File: config.mk
export PLATFORM = sky130hd
export DESIGN_NAME = serial_port
export DESIGN_NICKNAME = d
export VERILOG_FILES = /design/src/serial_port_pkg.sv /design/src/serial_port.sv
export VERILOG_INCLUDE_DIRS = /design/src
export SDC_FILE = /design/constraint.sdc
export NUM_CORES = 1
export LEC_CHECK = 0
export BUFFER_PORTS_ARGS = -buffer_cell sky130_fd_sc_hd__buf_2
export CAP_MARGIN = 20
export CORE_MARGIN = 8
export CORE_UTILIZATION = 45
export CTS_BUF_LIST = sky130_fd_sc_hd__clkbuf_2
export DETAILED_ROUTE_END_ITERATION = 7
export GPL_TIMING_DRIVEN = 0
export MAX_ROUTING_LAYER = met4
export PLACE_DENSITY = 0.62
export RECOVER_POWER = 50
export SETUP_SLACK_MARGIN = 0.05
export SYNTH_ARGS = -nofsm -noshare
export SYNTH_HDL_FRONTEND = slang
export SYNTH_SLANG_ARGS = --single-unit
File: constraint.sdc
create_clock -name clock -period 2.22 [get_ports clock]
set_clock_uncertainty 0.15 [all_clocks]
set_input_delay 0.222 -clock clock [delete_from_list [all_inputs] [get_ports clock]]
set_output_delay 0.222 -clock clock [all_outputs]
set_load 0.01 [all_outputs]
File: src/serial_port_defs.svh
// Register addresses, field positions, reset values and bit timing counts
`ifndef SERIAL_PORT_DEFS_SVH
`define SERIAL_PORT_DEFS_SVH

`define SP_CTL_ADDR       8'h98
`define SP_DATA_ADDR      8'h99
`define SP_CTL_RESET      8'h40
`define SP_DATA_RESET     8'h00
`define SP_UNMAPPED_READ  8'h00

`define SP_BIT_MODE       7
`define SP_BIT_UNUSED     6
`define SP_BIT_QUAL       5
`define SP_BIT_REN        4
`define SP_BIT_TB8        3
`define SP_BIT_RB8        2
`define SP_BIT_TI         1
`define SP_BIT_RI         0

// Baud ticks per bit is 16; last tick of a bit and the bit centre
`define SP_TICK_LAST      4'hF
`define SP_TICK_MID       4'h7
`define SP_LAST_BIT_8     4'h7
`define SP_LAST_BIT_9     4'h8

`endif

File: src/serial_port_pkg.sv
// Types shared by the nine-bit serial port
`default_nettype none
package serial_port_pkg;

    typedef enum logic [1:0] {TX_IDLE, TX_START, TX_DATA, TX_STOP} tx_state_type;
    typedef enum logic [1:0] {RX_IDLE, RX_START, RX_DATA, RX_STOP} rx_state_type;

    typedef struct packed {
        logic              mode;
        logic              qual;
        logic              ren;
        logic              tb8;
        logic              rb8;
        logic              ti;
        logic              ri;
        logic [7:0]        rx_latch;
        logic [7:0]        rdata;
        logic              irq;
        logic [1:0][7:0]   fifo_mem;
        logic              fifo_wp;
        logic              fifo_rp;
        logic [1:0]        fifo_cnt;
        logic              fifo_ready;
        tx_state_type      tx_state;
        logic [8:0]        tx_shift;
        logic [3:0]        tx_bits;
        logic [3:0]        tx_tick;
        logic              txd;
        rx_state_type      rx_state;
        logic [8:0]        rx_shift;
        logic [3:0]        rx_bits;
        logic [3:0]        rx_tick;
    } state_type;

endpackage

`default_nettype wire

File: src/serial_port.sv
// Nine-bit asynchronous serial port with control and data buffer registers
//
// Functional notes
// RQ1 - Mode bit picks 8-bit or 9-bit frames
// RQ2 - Control bit 6 reads one, writes ignored
// RQ3 - 8-bit qualify: flag only on high stop
// RQ4 - 9-bit qualify: flag only on ninth one
// RQ5 - Receive only while receive enable set
// RQ6 - 9-bit mode sends tx_ninth_bit as ninth
// RQ7 - rx_ninth_bit gets stop or ninth bit
// RQ8 - tx_done_flag set at end of data bits
// RQ9 - rx_done_flag set at stop bit sample
// RQ10 - Interrupt when flag set and enabled
// RQ11 - Software alone clears both done flags
// RQ12 - Data write loads and starts transmission; code queues it in a two-entry buffer and drops it when both entries are full
// RQ13 - Data read returns receive latch only
// RQ14 - Low start, LSB first, ninth, high stop
// RQ15 - Bits timed by external 16x baud tick
`timescale 1ns/1ps
`include "serial_port_defs.svh"
`default_nettype none

module serial_port
(
    input  wire logic       clock,
    input  wire logic       rst_n,
    input  wire logic [7:0] addr,
    input  wire logic       wr_en,
    input  wire logic       rd_en,
    input  wire logic [7:0] wdata,
    output logic      [7:0] rdata,
    input  wire logic       irq_enable,
    input  wire logic       baud_tick,
    input  wire logic       rxd,
    output logic            txd,
    output logic            irq,
    output logic            tx_buf_ready
);

    serial_port_pkg::state_type s_r;
    serial_port_pkg::state_type s_nxt;

    // Index of the last data bit for the current frame length
    function automatic logic [3:0] last_bit(input logic nine);
        last_bit = nine ? `SP_LAST_BIT_9 : `SP_LAST_BIT_8; // RQ1
    endfunction

    // Control register image as software sees it
    function automatic logic [7:0] ctl_image(input serial_port_pkg::state_type st);
        ctl_image = {st.mode, 1'b1, st.qual, st.ren, st.tb8, st.rb8, st.ti, st.ri}; // RQ2
    endfunction

    logic       ctl_wr;
    logic       data_wr;
    logic       push;
    logic       pop;
    logic [7:0] rx_byte;
    logic       rx_ninth;

    // Access decode
    assign ctl_wr  = wr_en && (addr == `SP_CTL_ADDR);
    assign data_wr = wr_en && (addr == `SP_DATA_ADDR);
    // A write while both entries are full is dropped; tx_buf_ready warns first
    assign push    = data_wr && (s_r.fifo_cnt != 2'h2);
    assign pop     = (s_r.tx_state == serial_port_pkg::TX_IDLE) && (s_r.fifo_cnt != 2'h0);

    // Alignment of received bits depends on how many were shifted in
    assign rx_byte  = s_r.mode ? s_r.rx_shift[7:0] : s_r.rx_shift[8:1];
    assign rx_ninth = s_r.mode ? s_r.rx_shift[8] : rxd; // RQ7

    // Next-state logic for the whole port
    always_comb
    begin
        s_nxt = s_r;

        // Software write to control; bit 6 has no storage
        if (ctl_wr)
        begin
            s_nxt.mode = wdata[`SP_BIT_MODE]; // RQ1
            s_nxt.qual = wdata[`SP_BIT_QUAL];
            s_nxt.ren  = wdata[`SP_BIT_REN];
            s_nxt.tb8  = wdata[`SP_BIT_TB8];
            s_nxt.rb8  = wdata[`SP_BIT_RB8];
            s_nxt.ti   = wdata[`SP_BIT_TI]; // RQ11
            s_nxt.ri   = wdata[`SP_BIT_RI]; // RQ11
        end

        // Two-entry transmit buffer so two back-to-back writes are kept while a frame is sent
        if (push)
        begin
            s_nxt.fifo_mem[s_r.fifo_wp] = wdata; // RQ12
            s_nxt.fifo_wp = ~s_r.fifo_wp;
        end
        if (pop)
        begin
            s_nxt.fifo_rp = ~s_r.fifo_rp;
        end
        if (push && !pop)
        begin
            s_nxt.fifo_cnt = s_r.fifo_cnt + 2'h1;
        end
        else if (pop && !push)
        begin
            s_nxt.fifo_cnt = s_r.fifo_cnt - 2'h1;
        end

        // Transmitter
        if (pop)
        begin
            // Ninth bit sits above the byte; only shifted out in 9-bit mode
            s_nxt.tx_shift = {s_r.tb8, s_r.fifo_mem[s_r.fifo_rp]}; // RQ6
            s_nxt.tx_bits  = last_bit(s_r.mode);
            s_nxt.tx_tick  = 4'h0;
            s_nxt.tx_state = serial_port_pkg::TX_START;
            s_nxt.txd      = 1'b0; // RQ14
        end
        else if (baud_tick && (s_r.tx_state != serial_port_pkg::TX_IDLE))
        begin
            s_nxt.tx_tick = s_r.tx_tick + 4'h1; // RQ15
            if (s_r.tx_tick == `SP_TICK_LAST)
            begin
                case (s_r.tx_state)
                    serial_port_pkg::TX_START:
                    begin
                        s_nxt.tx_state = serial_port_pkg::TX_DATA;
                        s_nxt.txd      = s_r.tx_shift[0]; // RQ14
                        s_nxt.tx_shift = {1'b0, s_r.tx_shift[8:1]};
                    end
                    serial_port_pkg::TX_DATA:
                    begin
                        if (s_r.tx_bits == 4'h0)
                        begin
                            s_nxt.tx_state = serial_port_pkg::TX_STOP;
                            s_nxt.txd      = 1'b1; // RQ14
                            s_nxt.ti       = 1'b1; // RQ8
                        end
                        else
                        begin
                            s_nxt.txd      = s_r.tx_shift[0];
                            s_nxt.tx_shift = {1'b0, s_r.tx_shift[8:1]};
                            s_nxt.tx_bits  = s_r.tx_bits - 4'h1;
                        end
                    end
                    default:
                    begin
                        s_nxt.tx_state = serial_port_pkg::TX_IDLE;
                    end
                endcase
            end
        end

        // Receiver; clearing the enable abandons a frame in progress
        if (!s_r.ren)
        begin
            s_nxt.rx_state = serial_port_pkg::RX_IDLE; // RQ5
        end
        else if (s_r.rx_state == serial_port_pkg::RX_IDLE)
        begin
            if (!rxd)
            begin
                s_nxt.rx_state = serial_port_pkg::RX_START; // RQ5
                s_nxt.rx_tick  = 4'h0;
            end
        end
        else if (baud_tick)
        begin
            s_nxt.rx_tick = s_r.rx_tick + 4'h1; // RQ15
            case (s_r.rx_state)
                serial_port_pkg::RX_START:
                begin
                    // Recheck at mid start bit to reject glitches
                    if (s_r.rx_tick == `SP_TICK_MID)
                    begin
                        s_nxt.rx_tick  = 4'h0;
                        s_nxt.rx_bits  = last_bit(s_r.mode);
                        s_nxt.rx_state = rxd ? serial_port_pkg::RX_IDLE
                                             : serial_port_pkg::RX_DATA;
                    end
                end
                serial_port_pkg::RX_DATA:
                begin
                    if (s_r.rx_tick == `SP_TICK_LAST)
                    begin
                        s_nxt.rx_shift = {rxd, s_r.rx_shift[8:1]}; // RQ14
                        if (s_r.rx_bits == 4'h0)
                        begin
                            s_nxt.rx_state = serial_port_pkg::RX_STOP;
                        end
                        else
                        begin
                            s_nxt.rx_bits = s_r.rx_bits - 4'h1;
                        end
                    end
                end
                default:
                begin
                    if (s_r.rx_tick == `SP_TICK_LAST)
                    begin
                        s_nxt.rx_state = serial_port_pkg::RX_IDLE;
                        // Qualifier drops the frame without touching latch
                        if (!s_r.qual || rx_ninth) // RQ3 RQ4
                        begin
                            s_nxt.rx_latch = rx_byte;
                            s_nxt.rb8      = rx_ninth; // RQ7
                            s_nxt.ri       = 1'b1; // RQ9
                        end
                    end
                end
            endcase
        end

        // Read data is registered; it appears the cycle after the strobe
        if (rd_en)
        begin
            if (addr == `SP_CTL_ADDR)
            begin
                s_nxt.rdata = ctl_image(s_nxt); // RQ2
            end
            else if (addr == `SP_DATA_ADDR)
            begin
                s_nxt.rdata = s_r.rx_latch; // RQ13
            end
            else
            begin
                s_nxt.rdata = `SP_UNMAPPED_READ;
            end
        end

        // Status outputs follow the updated flags
        s_nxt.irq        = irq_enable && (s_nxt.ti || s_nxt.ri); // RQ10
        s_nxt.fifo_ready = (s_nxt.fifo_cnt != 2'h2);
    end

    // State register
    always_ff @(posedge clock or negedge rst_n)
    begin
        if (!rst_n)
        begin
            s_r            <= '0;
            s_r.rdata      <= `SP_DATA_RESET;
            s_r.tx_state   <= serial_port_pkg::TX_IDLE;
            s_r.rx_state   <= serial_port_pkg::RX_IDLE;
            s_r.txd        <= 1'b1;
            s_r.fifo_ready <= 1'b1;
        end
        else
        begin
            s_r <= s_nxt;
        end
    end

    assign rdata        = s_r.rdata;
    assign txd          = s_r.txd;
    assign irq          = s_r.irq;
    assign tx_buf_ready = s_r.fifo_ready;

endmodule // serial_port

`default_nettype wire

Yosys cells after proc, flatten, opt, wreduce, memory -nomap -nowiden
Cells that the tools add are included.
{ "word_totals": {"wordCells": 156, "out_inout_bits": 11, "inputBits": 23, "reg_bits": 84} }
{ "op_classes": {"n_eq_ne": 24, "n_reduce_logical": 36, "n_lt_le_gt_ge": 3, "n_bitwise": 4, "muxes": 58, "addsub": 6} }
{ "op_table": {"columns": ["cell", "n"], "rows": [
  ["9-bit two-way mux", 7],
  ["8-bit two-way mux", 7],
  ["20-bit two-way mux", 2],
  ["15-bit two-way mux", 2],
  ["4-bit two-way mux", 6],
  ["2-bit two-way mux", 10],
  ["19-bit two-way mux", 1],
  ["9-bit case mux with 2 select lines", 1],
  ["16-bit bitwise mux", 1],
  ["8-bit equality test (second input constant)", 2],
  ["1-bit two-way mux", 14],
  ["2-bit inequality test (second input constant)", 7],
  ["2-bit nonzero test", 7],
  ["13-bit two-way mux", 1],
  ["4-bit inequality test (second input constant)", 3],
  ["6-bit AND reduction", 2],
  ["1-bit logical AND", 9],
  ["3-bit inequality test (second input constant)", 3],
  ["3-bit AND reduction", 3],
  ["4-bit by 1-bit adder with 4-bit output (second input constant)", 2],
  ["8-bit demux with 1-bit select", 1],
  ["4-bit equality test (second input constant)", 2],
  ["4-bit zero test", 2],
  ["2-bit case mux with 2 select lines", 2],
  ["other kinds (22)", 34]
]} }

Longest topological paths before layout
Gate-level depths: netlist (run 1).
{ "depth": {"depth_word": 11, "ltp_mapped": 8, "mapped_depth_nobuf": 6} }

Least setup slack after synthesis (run 1)
No wires, ideal clock.
{ "synth_path": {"path_kind": "reg2reg", "from": "register s_r[37] in the netlist's numbering", "to": "register s_r[27] in the netlist's numbering", "path_stages_with_launch": 8, "required_time_ns": 1.988, "arrival_ns": 1.971, "setup_ns": 0.082, "path_buffers": 1, "period_less_slack_ns": 2.203, "slack_ns": 0.017, "cell_sequence": "dfrtp_1 inv_1 ha_1 nand3b_4 or4b_1 buf_2 or3_1 a31oi_1"} }
{ "synth_between": {"elab_chain_len": 4, "elab_cells_between_ends": 11, "cone_classes": "eq/ne (2); mux (1); reduce/logical (8)"} }
{ "synth_rtl": {"columns": ["element", "line", "text"], "rows": [
  ["from (decl)", "serial_port.sv:40", "serial_port_pkg::state_type s_r;"],
  ["from (signal assigned)", "serial_port.sv:248", "s_r <= s_nxt;"],
  ["2-bit zero test / 2-bit nonzero test (equally long branches)", "serial_port.sv:65, serial_port.sv:117", null],
  ["1-bit logical AND, on equally long branches", "serial_port.sv:65, serial_port.sv:117", null],
  ["2-bit inequality test (no source line) / 2-bit nonzero test (equally long branches)", null, null],
  ["4-bit AND reduction (no source line)", null, null]
]} }
Several ways; a longest one is shown, not always the timed one.
A chain may end at the register's enable or synchronous reset.

Final worst setup path (run 1)
{ "layout_path": {"from": "register s_r[40] in the netlist's numbering", "to": "register s_r[43] in the netlist's numbering"} }
{ "layout_between": {"elab_chain_len": 2} }
{ "layout_rtl": {"columns": ["element", "line", "text"], "rows": [
  ["2-bit inequality test", "serial_port.sv:64", "assign push = data_wr && (s_r.fifo_cnt != 2'h2);"],
  ["1-bit logical AND", "serial_port.sv:64", null]
]} }
No other way between the ends.

==> out/metrics.cfg, run 1 <==
[global_route]
antenna_found_initial=0
grt_max_degree=44
grt_util_all_layers_pct=15.8
grt-ovfl-total=0
first_global_vias=3379
grt_first_pass_wirelength_um=16100

[pwr]
max-vdd-ir-drop_v=0.000466
p_comb_share_pct=33.9
clkPwrFrac_pct=17.6
p_sw_share_pct=36.8
power.density_nw_per_um2=792
p_int_mw=2.59
leakage_nw=2.34
seq_power_share_pct=48.4
design_power_total_mw=4.10
switchingPower_mw=1.51

[yosys]
synth_warnings=0
seq_area_frac_synth_pct=48.2
yosysUniqueCellTypes=64
synth_edf_count=0
syn_inst=412
synth_top_area_share_pct=47.0
synth_area_um2=4370
synthesis.nets=448
netlist_top_cells_area=dfrtp_1 47%, mux2_2 8.5%, mux2i_1 5.7%
ys_ff_latch=84
yosys.area.top_type=dfrtp_1
synthFlopType=dfrtp_1
async_flop_share_pct=100
syn_avg_cell_area_um2=10.6

[floorplanning]
die_h_um=115
dieArea_um2=13100
start_util_pct=45.6
io_pins=34
die_w_um=115
coreArea_um2=9590
row_count=36

[drt]
dr.first_iter.drc_count=140
firstDrtPassIters=4
postRouteWirelength_um=9620
antenna_left=0
vias=3299
drc_errors=0
routedWlPerCell_um=15.4
via_per_inst=5.27

[placement]
gp_congestion=0.797
io_buffer_count=31
hpwl_um=6620
pre_cts_ws_ns=-0.268

[finish]
synthToLayoutAreaGrowth_pct=18.4
diodes=0
utilization_pct=53.9
fin_nets=524
drive_gt1_share_pct=24.7

[clocking]
path_clk_slew_ns=0.25
htreeDepth=3
numClockSinks=84
cts_tree=yes
cts_made_buffers=9
clock_path_buffers=2
worstSkewPairLatency_ns=0.54
root_buffer=clkbuf_2

[timing]
hold_viol_final=0
fmax_ghz=0.473
finalCritPeriodShare_pct=95.1
finalSetupTns_ns=0
timing.final.ws_setup_ns=0.108
setup_viol=0
rsz0062_at_grt=true
finalMaxSlewViolations=0
final.min_clock_period_ns=2.11
worst_pin_slew_ns=1.07
slew_headroom_pct=28.9
whs_ns=0.0326

[worst_setup_path]
cp.required_ns=2.53
worstSetupPathType=reg2reg
end_kind=flop
start_kind=flop
cp.arrival_ns=2.43
critPathMaxFanout=4

[outcome]
outcome=finished clean

[run]
drv_cap=0

[hold_path]
min_path_type=in2reg

-- cell type report --
class,count,area [um2]
Buffer,22,129
Clock buffer,10,50.0
Clock inverter,6,47.5
Fill cell,858,4420
Inverter,27,101
Multi-Input combinational cell,276,2110
Sequential cell,84,2100
Tap cell,133,166
Timing Repair Buffer,68,460
-- synth_stat cells (all sizes together) (2+ instances only) --
cell / n
a211oi: 4
a21o: 2
a21oi: 28
a22o: 2
a31oi: 7
and2: 3
buf: 15
clkbuf: 10
dfrtp: 82
dfstp: 2
ha: 13
inv: 27
maj3: 2
mux2: 34
mux2i: 25
nand2: 18
nand2b: 4
nand3: 8
nand3b: 2
nand4: 5
nor2: 27
nor2b: 5
nor3: 8
nor3b: 3
o21a: 2
o21ai: 22
o21bai: 2
o22ai: 8
o2bb2ai: 3
o31ai: 2
o32ai: 2
or3: 5
or3b: 2
or4b: 2
xnor2: 7
-- worst paths after layout --
| kind | startpoint | to | slack [ns] | cells after the start |
|---|---|---|---|---|
| worst min register to register | s_r[23]$_DFFE_PN0P_ | s_r[23]$_DFFE_PN0P_ | 0.35 | 1 |
| worst min-delay path | addr[5] | rdata[4]$_DFFE_PN0P_ | 0.03 | 4 |
| worst max register to register | s_r[40]$_DFF_PN0_ | s_r[43]$_DFFE_PN0N_ | 0.11 | 6 |
| worst max-delay path | s_r[40]$_DFF_PN0_ | s_r[43]$_DFFE_PN0N_ | 0.11 | 6 |
| max in group asynchronous | rst_n | s_r[44]$_DFFE_PN0P_ | 0.29 | 4 |
| min in group asynchronous | rst_n | s_r[29]$_DFFE_PN0P_ | 0.75 | 4 |
-- metrics by stage --
| step | area (um2) | std cells |
|---|---|---|
| floorplan | 4370 | 412 |
| global placement | 4690 | 576 |
| detailed placement | 4720 | 577 |
| CTS | 5180 | 624 |
| global route | 5170 | 626 |
| finish | 5170 | 626 |
-- kinds of logic (layout without fill, tap and decap cells) --
| family | count (synthesis) | after routing | share of synthesized area, % |
|---|---|---|---|
| simple gates | 101 | 101 | 12.8 |
| compound gates | 94 | 94 | 13.5 |
| flops | 84 | 84 | 48.2 |
| mux | 59 | 59 | 14.5 |
| buf+inv | 52 | 133 | 5.44 |
| fa+ha+maj | 15 | 15 | 4.18 |
| xor+xnor | 7 | 7 | 1.40 |
-- routing by layer --
metal | up-vias | wire length, um | track usage (%)
met2 | 50 | 4820 | 26.5
met4 | 0 | 149 | 5.32
met1 | 1605 | 4310 | 18.2
met5 | - | 0 | -
li1 | 1629 | - | -
met3 | 15 | 329 | 3.90
-- critical path, cell delays in order (launching register included) --
cell and delay (ns):
dfrtp_1 0.44, inv_1 0.10, ha_1 0.22, nor2b_1 0.14, nand4_1 0.22, dlygate4sd3_1 0.65
xnor2_1 0.13
-- power groups by stage --
stage | registers [mW] | logic [mW] | clock network [mW]
2_1_floorplan | 1.97 | 0.913 | 0
3_3_place_gp | 2.00 | 1.16 | 0
3_5_place_dp | 2.01 | 1.21 | 0
4_1_cts | 1.98 | 1.35 | 0.758
5_1_grt | 2.02 | 1.55 | 0.822
6_report | 1.98 | 1.39 | 0.723
-- flip-flops by register name (all words and copies together) (netlist names) --
register	cells
s_r	73
irq	1
rdata	8
tx_buf_ready	1
txd	1
-- cells in the final DEF, fill, tap and decap left out, drive strengths merged, types with 2 or more instances in the layout --
cell type,n
ha,13
xnor2,7
nand4,5
and2,3
nor2b,5
a21oi,28
nor3,8
buf,49
or3b,2
o2bb2ai,3
clkinv,3
o31ai,2
clkbuf,31
o22ai,8
a31oi,7
nand3,8
or3,5
dlygate4sd3,20
mux2,34
nand2,18
nor3b,3
o21a,2
nand3b,2
or4b,2
a22o,2
a21o,2
mux2i,25
dfstp,2
inv,29
dfrtp,82
o32ai,2
o21bai,2
o21ai,22
nand2b,4
maj3,2
nor2,27
a211oi,4
-- timing repair --
action / in CTS / in global routing
setup buffers: 11 / 4
hold buffers: 21 / 0
pin swaps: 5 / 5
hold endpoints to repair: 122 / 0
setup endpoints to repair: 37 / 45
gates resized for setup: 16 / 13
No activity file was read; power rests on OpenSTA's default activity.
==> run 2: changes to the inputs <==
--- a/config.mk
+++ b/config.mk
@@ -6,6 +6,7 @@
 export SDC_FILE = /design/constraint.sdc
 export NUM_CORES = 1
 export LEC_CHECK = 0
+export ABC_AREA = 1
 export BUFFER_PORTS_ARGS = -buffer_cell sky130_fd_sc_hd__buf_2
 export CAP_MARGIN = 20
 export CORE_MARGIN = 8
==> out/metrics.cfg, run 2 <==
[finish]
largest_registers=s_r x73, rdata x8
diodes=0  ; unchanged
largest-register=s_r
utilization_pct=53.6  ; -0.32 points
mostFrequentLayoutCell=nand2_1
drive_gt1_share_pct=22.3  ; -2.5 points
layout_common_cells=91 x nand2_1, 82 x dfrtp_1, 72 x inv_1
fin_area_um2=5220  ; +0.80%
synthToLayoutAreaGrowth_pct=15.9
fillCellCount=973  ; +13%
fin_cells=730  ; +17%
fin_nets=628  ; +20%
largest_reg_flops=73  ; unchanged

[drt]
dr.first_iter.drc_count=146  ; +4.3%
antenna_left=0  ; unchanged
via_per_inst=4.85  ; -8.0%
routedWlPerCell_um=13.4  ; -13%
vias=3538  ; +7.2%
firstDrtPassIters=4  ; unchanged
postRouteWirelength_um=9790  ; +1.8%
drc_errors=0  ; unchanged

[clocking]
cts_made_buffers=9  ; unchanged
path_clk_slew_ns=0.24  ; about the same
root_buffer=clkbuf_2
htreeDepth=3  ; unchanged
post-cts-setup-buffers=0  ; -11
numClockSinks=84  ; unchanged
worstSkewPairLatency_ns=0.55  ; about the same
clock_path_buffers=2  ; unchanged
cts_tree=yes

[timing]
rsz0062_at_grt=false
setup_viol=0  ; unchanged
finalSetupTns_ns=0  ; unchanged
worst_pin_slew_ns=1.04  ; -0.0225 ns
final.min_clock_period_ns=2.05  ; -0.0609 ns
finalCritPeriodShare_pct=92.4  ; -2.7 points
slew_headroom_pct=30.4  ; +1.5 points
fmax_ghz=0.488  ; +3.0%
finalMaxSlewViolations=0  ; unchanged
whs_ns=0.0858  ; +0.0532 ns
hold_viol_final=0  ; unchanged
timing.final.ws_setup_ns=0.169  ; +0.0609 ns

[yosys]
netlist_top_cells_area=dfrtp_1 46%, nand2_1 7.6%, inv_1 6.0%
async_flop_share_pct=100  ; unchanged
synthesis.nets=555  ; +24%
ys_ff_latch=84  ; unchanged
seq_area_frac_synth_pct=46.8  ; -1.4 points
synth_warnings=0  ; unchanged
synth_top_area_share_pct=45.6  ; -1.3 points
synthFlopType=dfrtp_1
yosys.area.top_type=dfrtp_1
yosysMostFrequentCell=nand2_1
syn_avg_cell_area_um2=8.67  ; -18%
synth_edf_count=0  ; unchanged
synth_common_cells=91 x nand2_1, 82 x dfrtp_1, 72 x inv_1
syn_inst=519  ; +26%
yosysUniqueCellTypes=40  ; -38%
synth_area_um2=4500  ; +2.9%

[global_route]
grt_max_degree=62  ; +41%
grt_util_all_layers_pct=16.3  ; +0.51 points
first_global_vias=3593  ; +6.3%
grt-ovfl-total=0  ; unchanged
grt_first_pass_wirelength_um=16800  ; +4.2%
antenna_found_initial=0  ; unchanged

[placement]
io_buffer_count=33  ; +6.5%
gp_congestion=0.752  ; -5.6%
place_area_um2=4860  ; +3.1%
pre_cts_ws_ns=0.336  ; +0.603 ns
placedCellCount=686  ; +19%
hpwl_um=7100  ; +7.2%

[run]
drv_cap=0  ; unchanged

[worst_setup_path]
end_kind=flop
start_kind=primary input
slowest_stage=dlygate4sd3_1
cp.required_ns=2.53  ; about the same
cp.arrival_ns=2.36  ; -0.07 ns
critPathMaxFanout=10  ; +6
worstSetupPathType=in2reg
cp_slowest_stage_delay_ns=0.57  ; -0.08 ns
path_cells=dlygate4sd3_1 -> buf_2 -> inv_1 -> nand2_1 -> nor2_2 -> nand3_2 -> inv_4 -> nand2_1 -> o211ai_1 -> a21oi_1 -> dlygate4sd3_1

[hold_path]
min_path_type=in2reg

[floorplanning]
coreArea_um2=9730  ; +1.4%
die_h_um=116  ; +1.3%
dieArea_um2=13500  ; +2.5%
die_w_um=116  ; +1.3%
start_util_pct=46.2  ; +0.69 points
row_count=36  ; unchanged
io_pins=34  ; unchanged

[pwr]
max-vdd-ir-drop_v=0.000369  ; -21%
power.density_nw_per_um2=832  ; +5.1%
design_power_total_mw=4.34  ; +5.9%
leakage_nw=2.57  ; +9.5%

[outcome]
outcome=finished clean

-- run 2: changes by cell type after synthesis, moves of 24 or more --
cell	before	now
inv_1	27	72
mux2_2	33	1
mux2i_1	25	1
nand2_1	18	91
o21ai_1	0	31
-- run 2: cell families (layout without fill, tap and decap cells) --
logic type	Yosys count	count (layout)	synth area share, %
multiplexers	2	2	0.473
flip-flops	84	84	46.8
buffers and inverters	104	182	10.2
adder cells (fa/ha/maj)	13	13	3.62
AND/OR/NAND/NOR	182	182	19.2
AO/OA/AOI/OAI	129	129	18.7
XOR/XNOR	5	5	0.973
-- run 2: metal layers --
layer	vias to the layer above	wire, um	track usage, %
met5	-	0	-
met2	38	5050	28.1
li1	1826	-	-
met1	1662	4230	18.5
met3	12	311	3.28
met4	0	198	5.88
-- run 2: cell type report --
cell class | instances | area [um2] | share of cell area, %
clock inverter | 7 | 57.6 | 1.10
tap | 133 | 166 | 3.19
inverter | 83 | 314 | 6.02
multi-input combinational | 331 | 1930 | 37.1
sequential | 84 | 2100 | 40.4
buffer | 21 | 149 | 2.86
timing repair buffer | 62 | 444 | 8.52
clock buffer | 9 | 45.0 | 0.864
-- run 2: power by group --
| group | internal (mW) | switching (mW) | total [mW] |
|---|---|---|---|
| clock | 0.168 | 0.585 | 0.754 |
| sequential | 1.79 | 0.118 | 1.91 |
| combinational | 0.645 | 1.03 | 1.67 |
| total | 2.60 | 1.73 | 4.34 |
-- run 2: path summary, 6_finish.rpt --
kind	from	end	slack (ns)	cells past startpoint
max	addr[6]	rdata[5]$_DFFE_PN0P_	0.17	11
min	addr[4]	rdata[4]$_DFFE_PN0P_	0.09	7
max reg2reg	s_r[37]$_DFFE_PN0P_	s_r[27]$_DFFE_PN0P_	0.31	9
min reg2reg	txd$_DFFE_PN1P_	txd$_DFFE_PN1P_	0.33	2
max in group asynchronous	rst_n	s_r[41]$_DFF_PN0_	0.33	4
min in group asynchronous	rst_n	s_r[35]$_DFFE_PN0P_	0.39	3
-- run 2: repair_timing --
item | 4_1_cts | 5_1_grt
hold buffers | 27 | 0
hold endpoints to repair | 131 | 0
endpoints found under the setup margin | 0 | 2
gates resized for setup | 0 | 1
-- run 2: critical path: cells and delay by family --
kind | cells | cell delay [ns]
buffers and inverters | 5 | 1.44
AND/OR/NAND/NOR | 4 | 0.49
AO/OA/AOI/OAI | 2 | 0.19
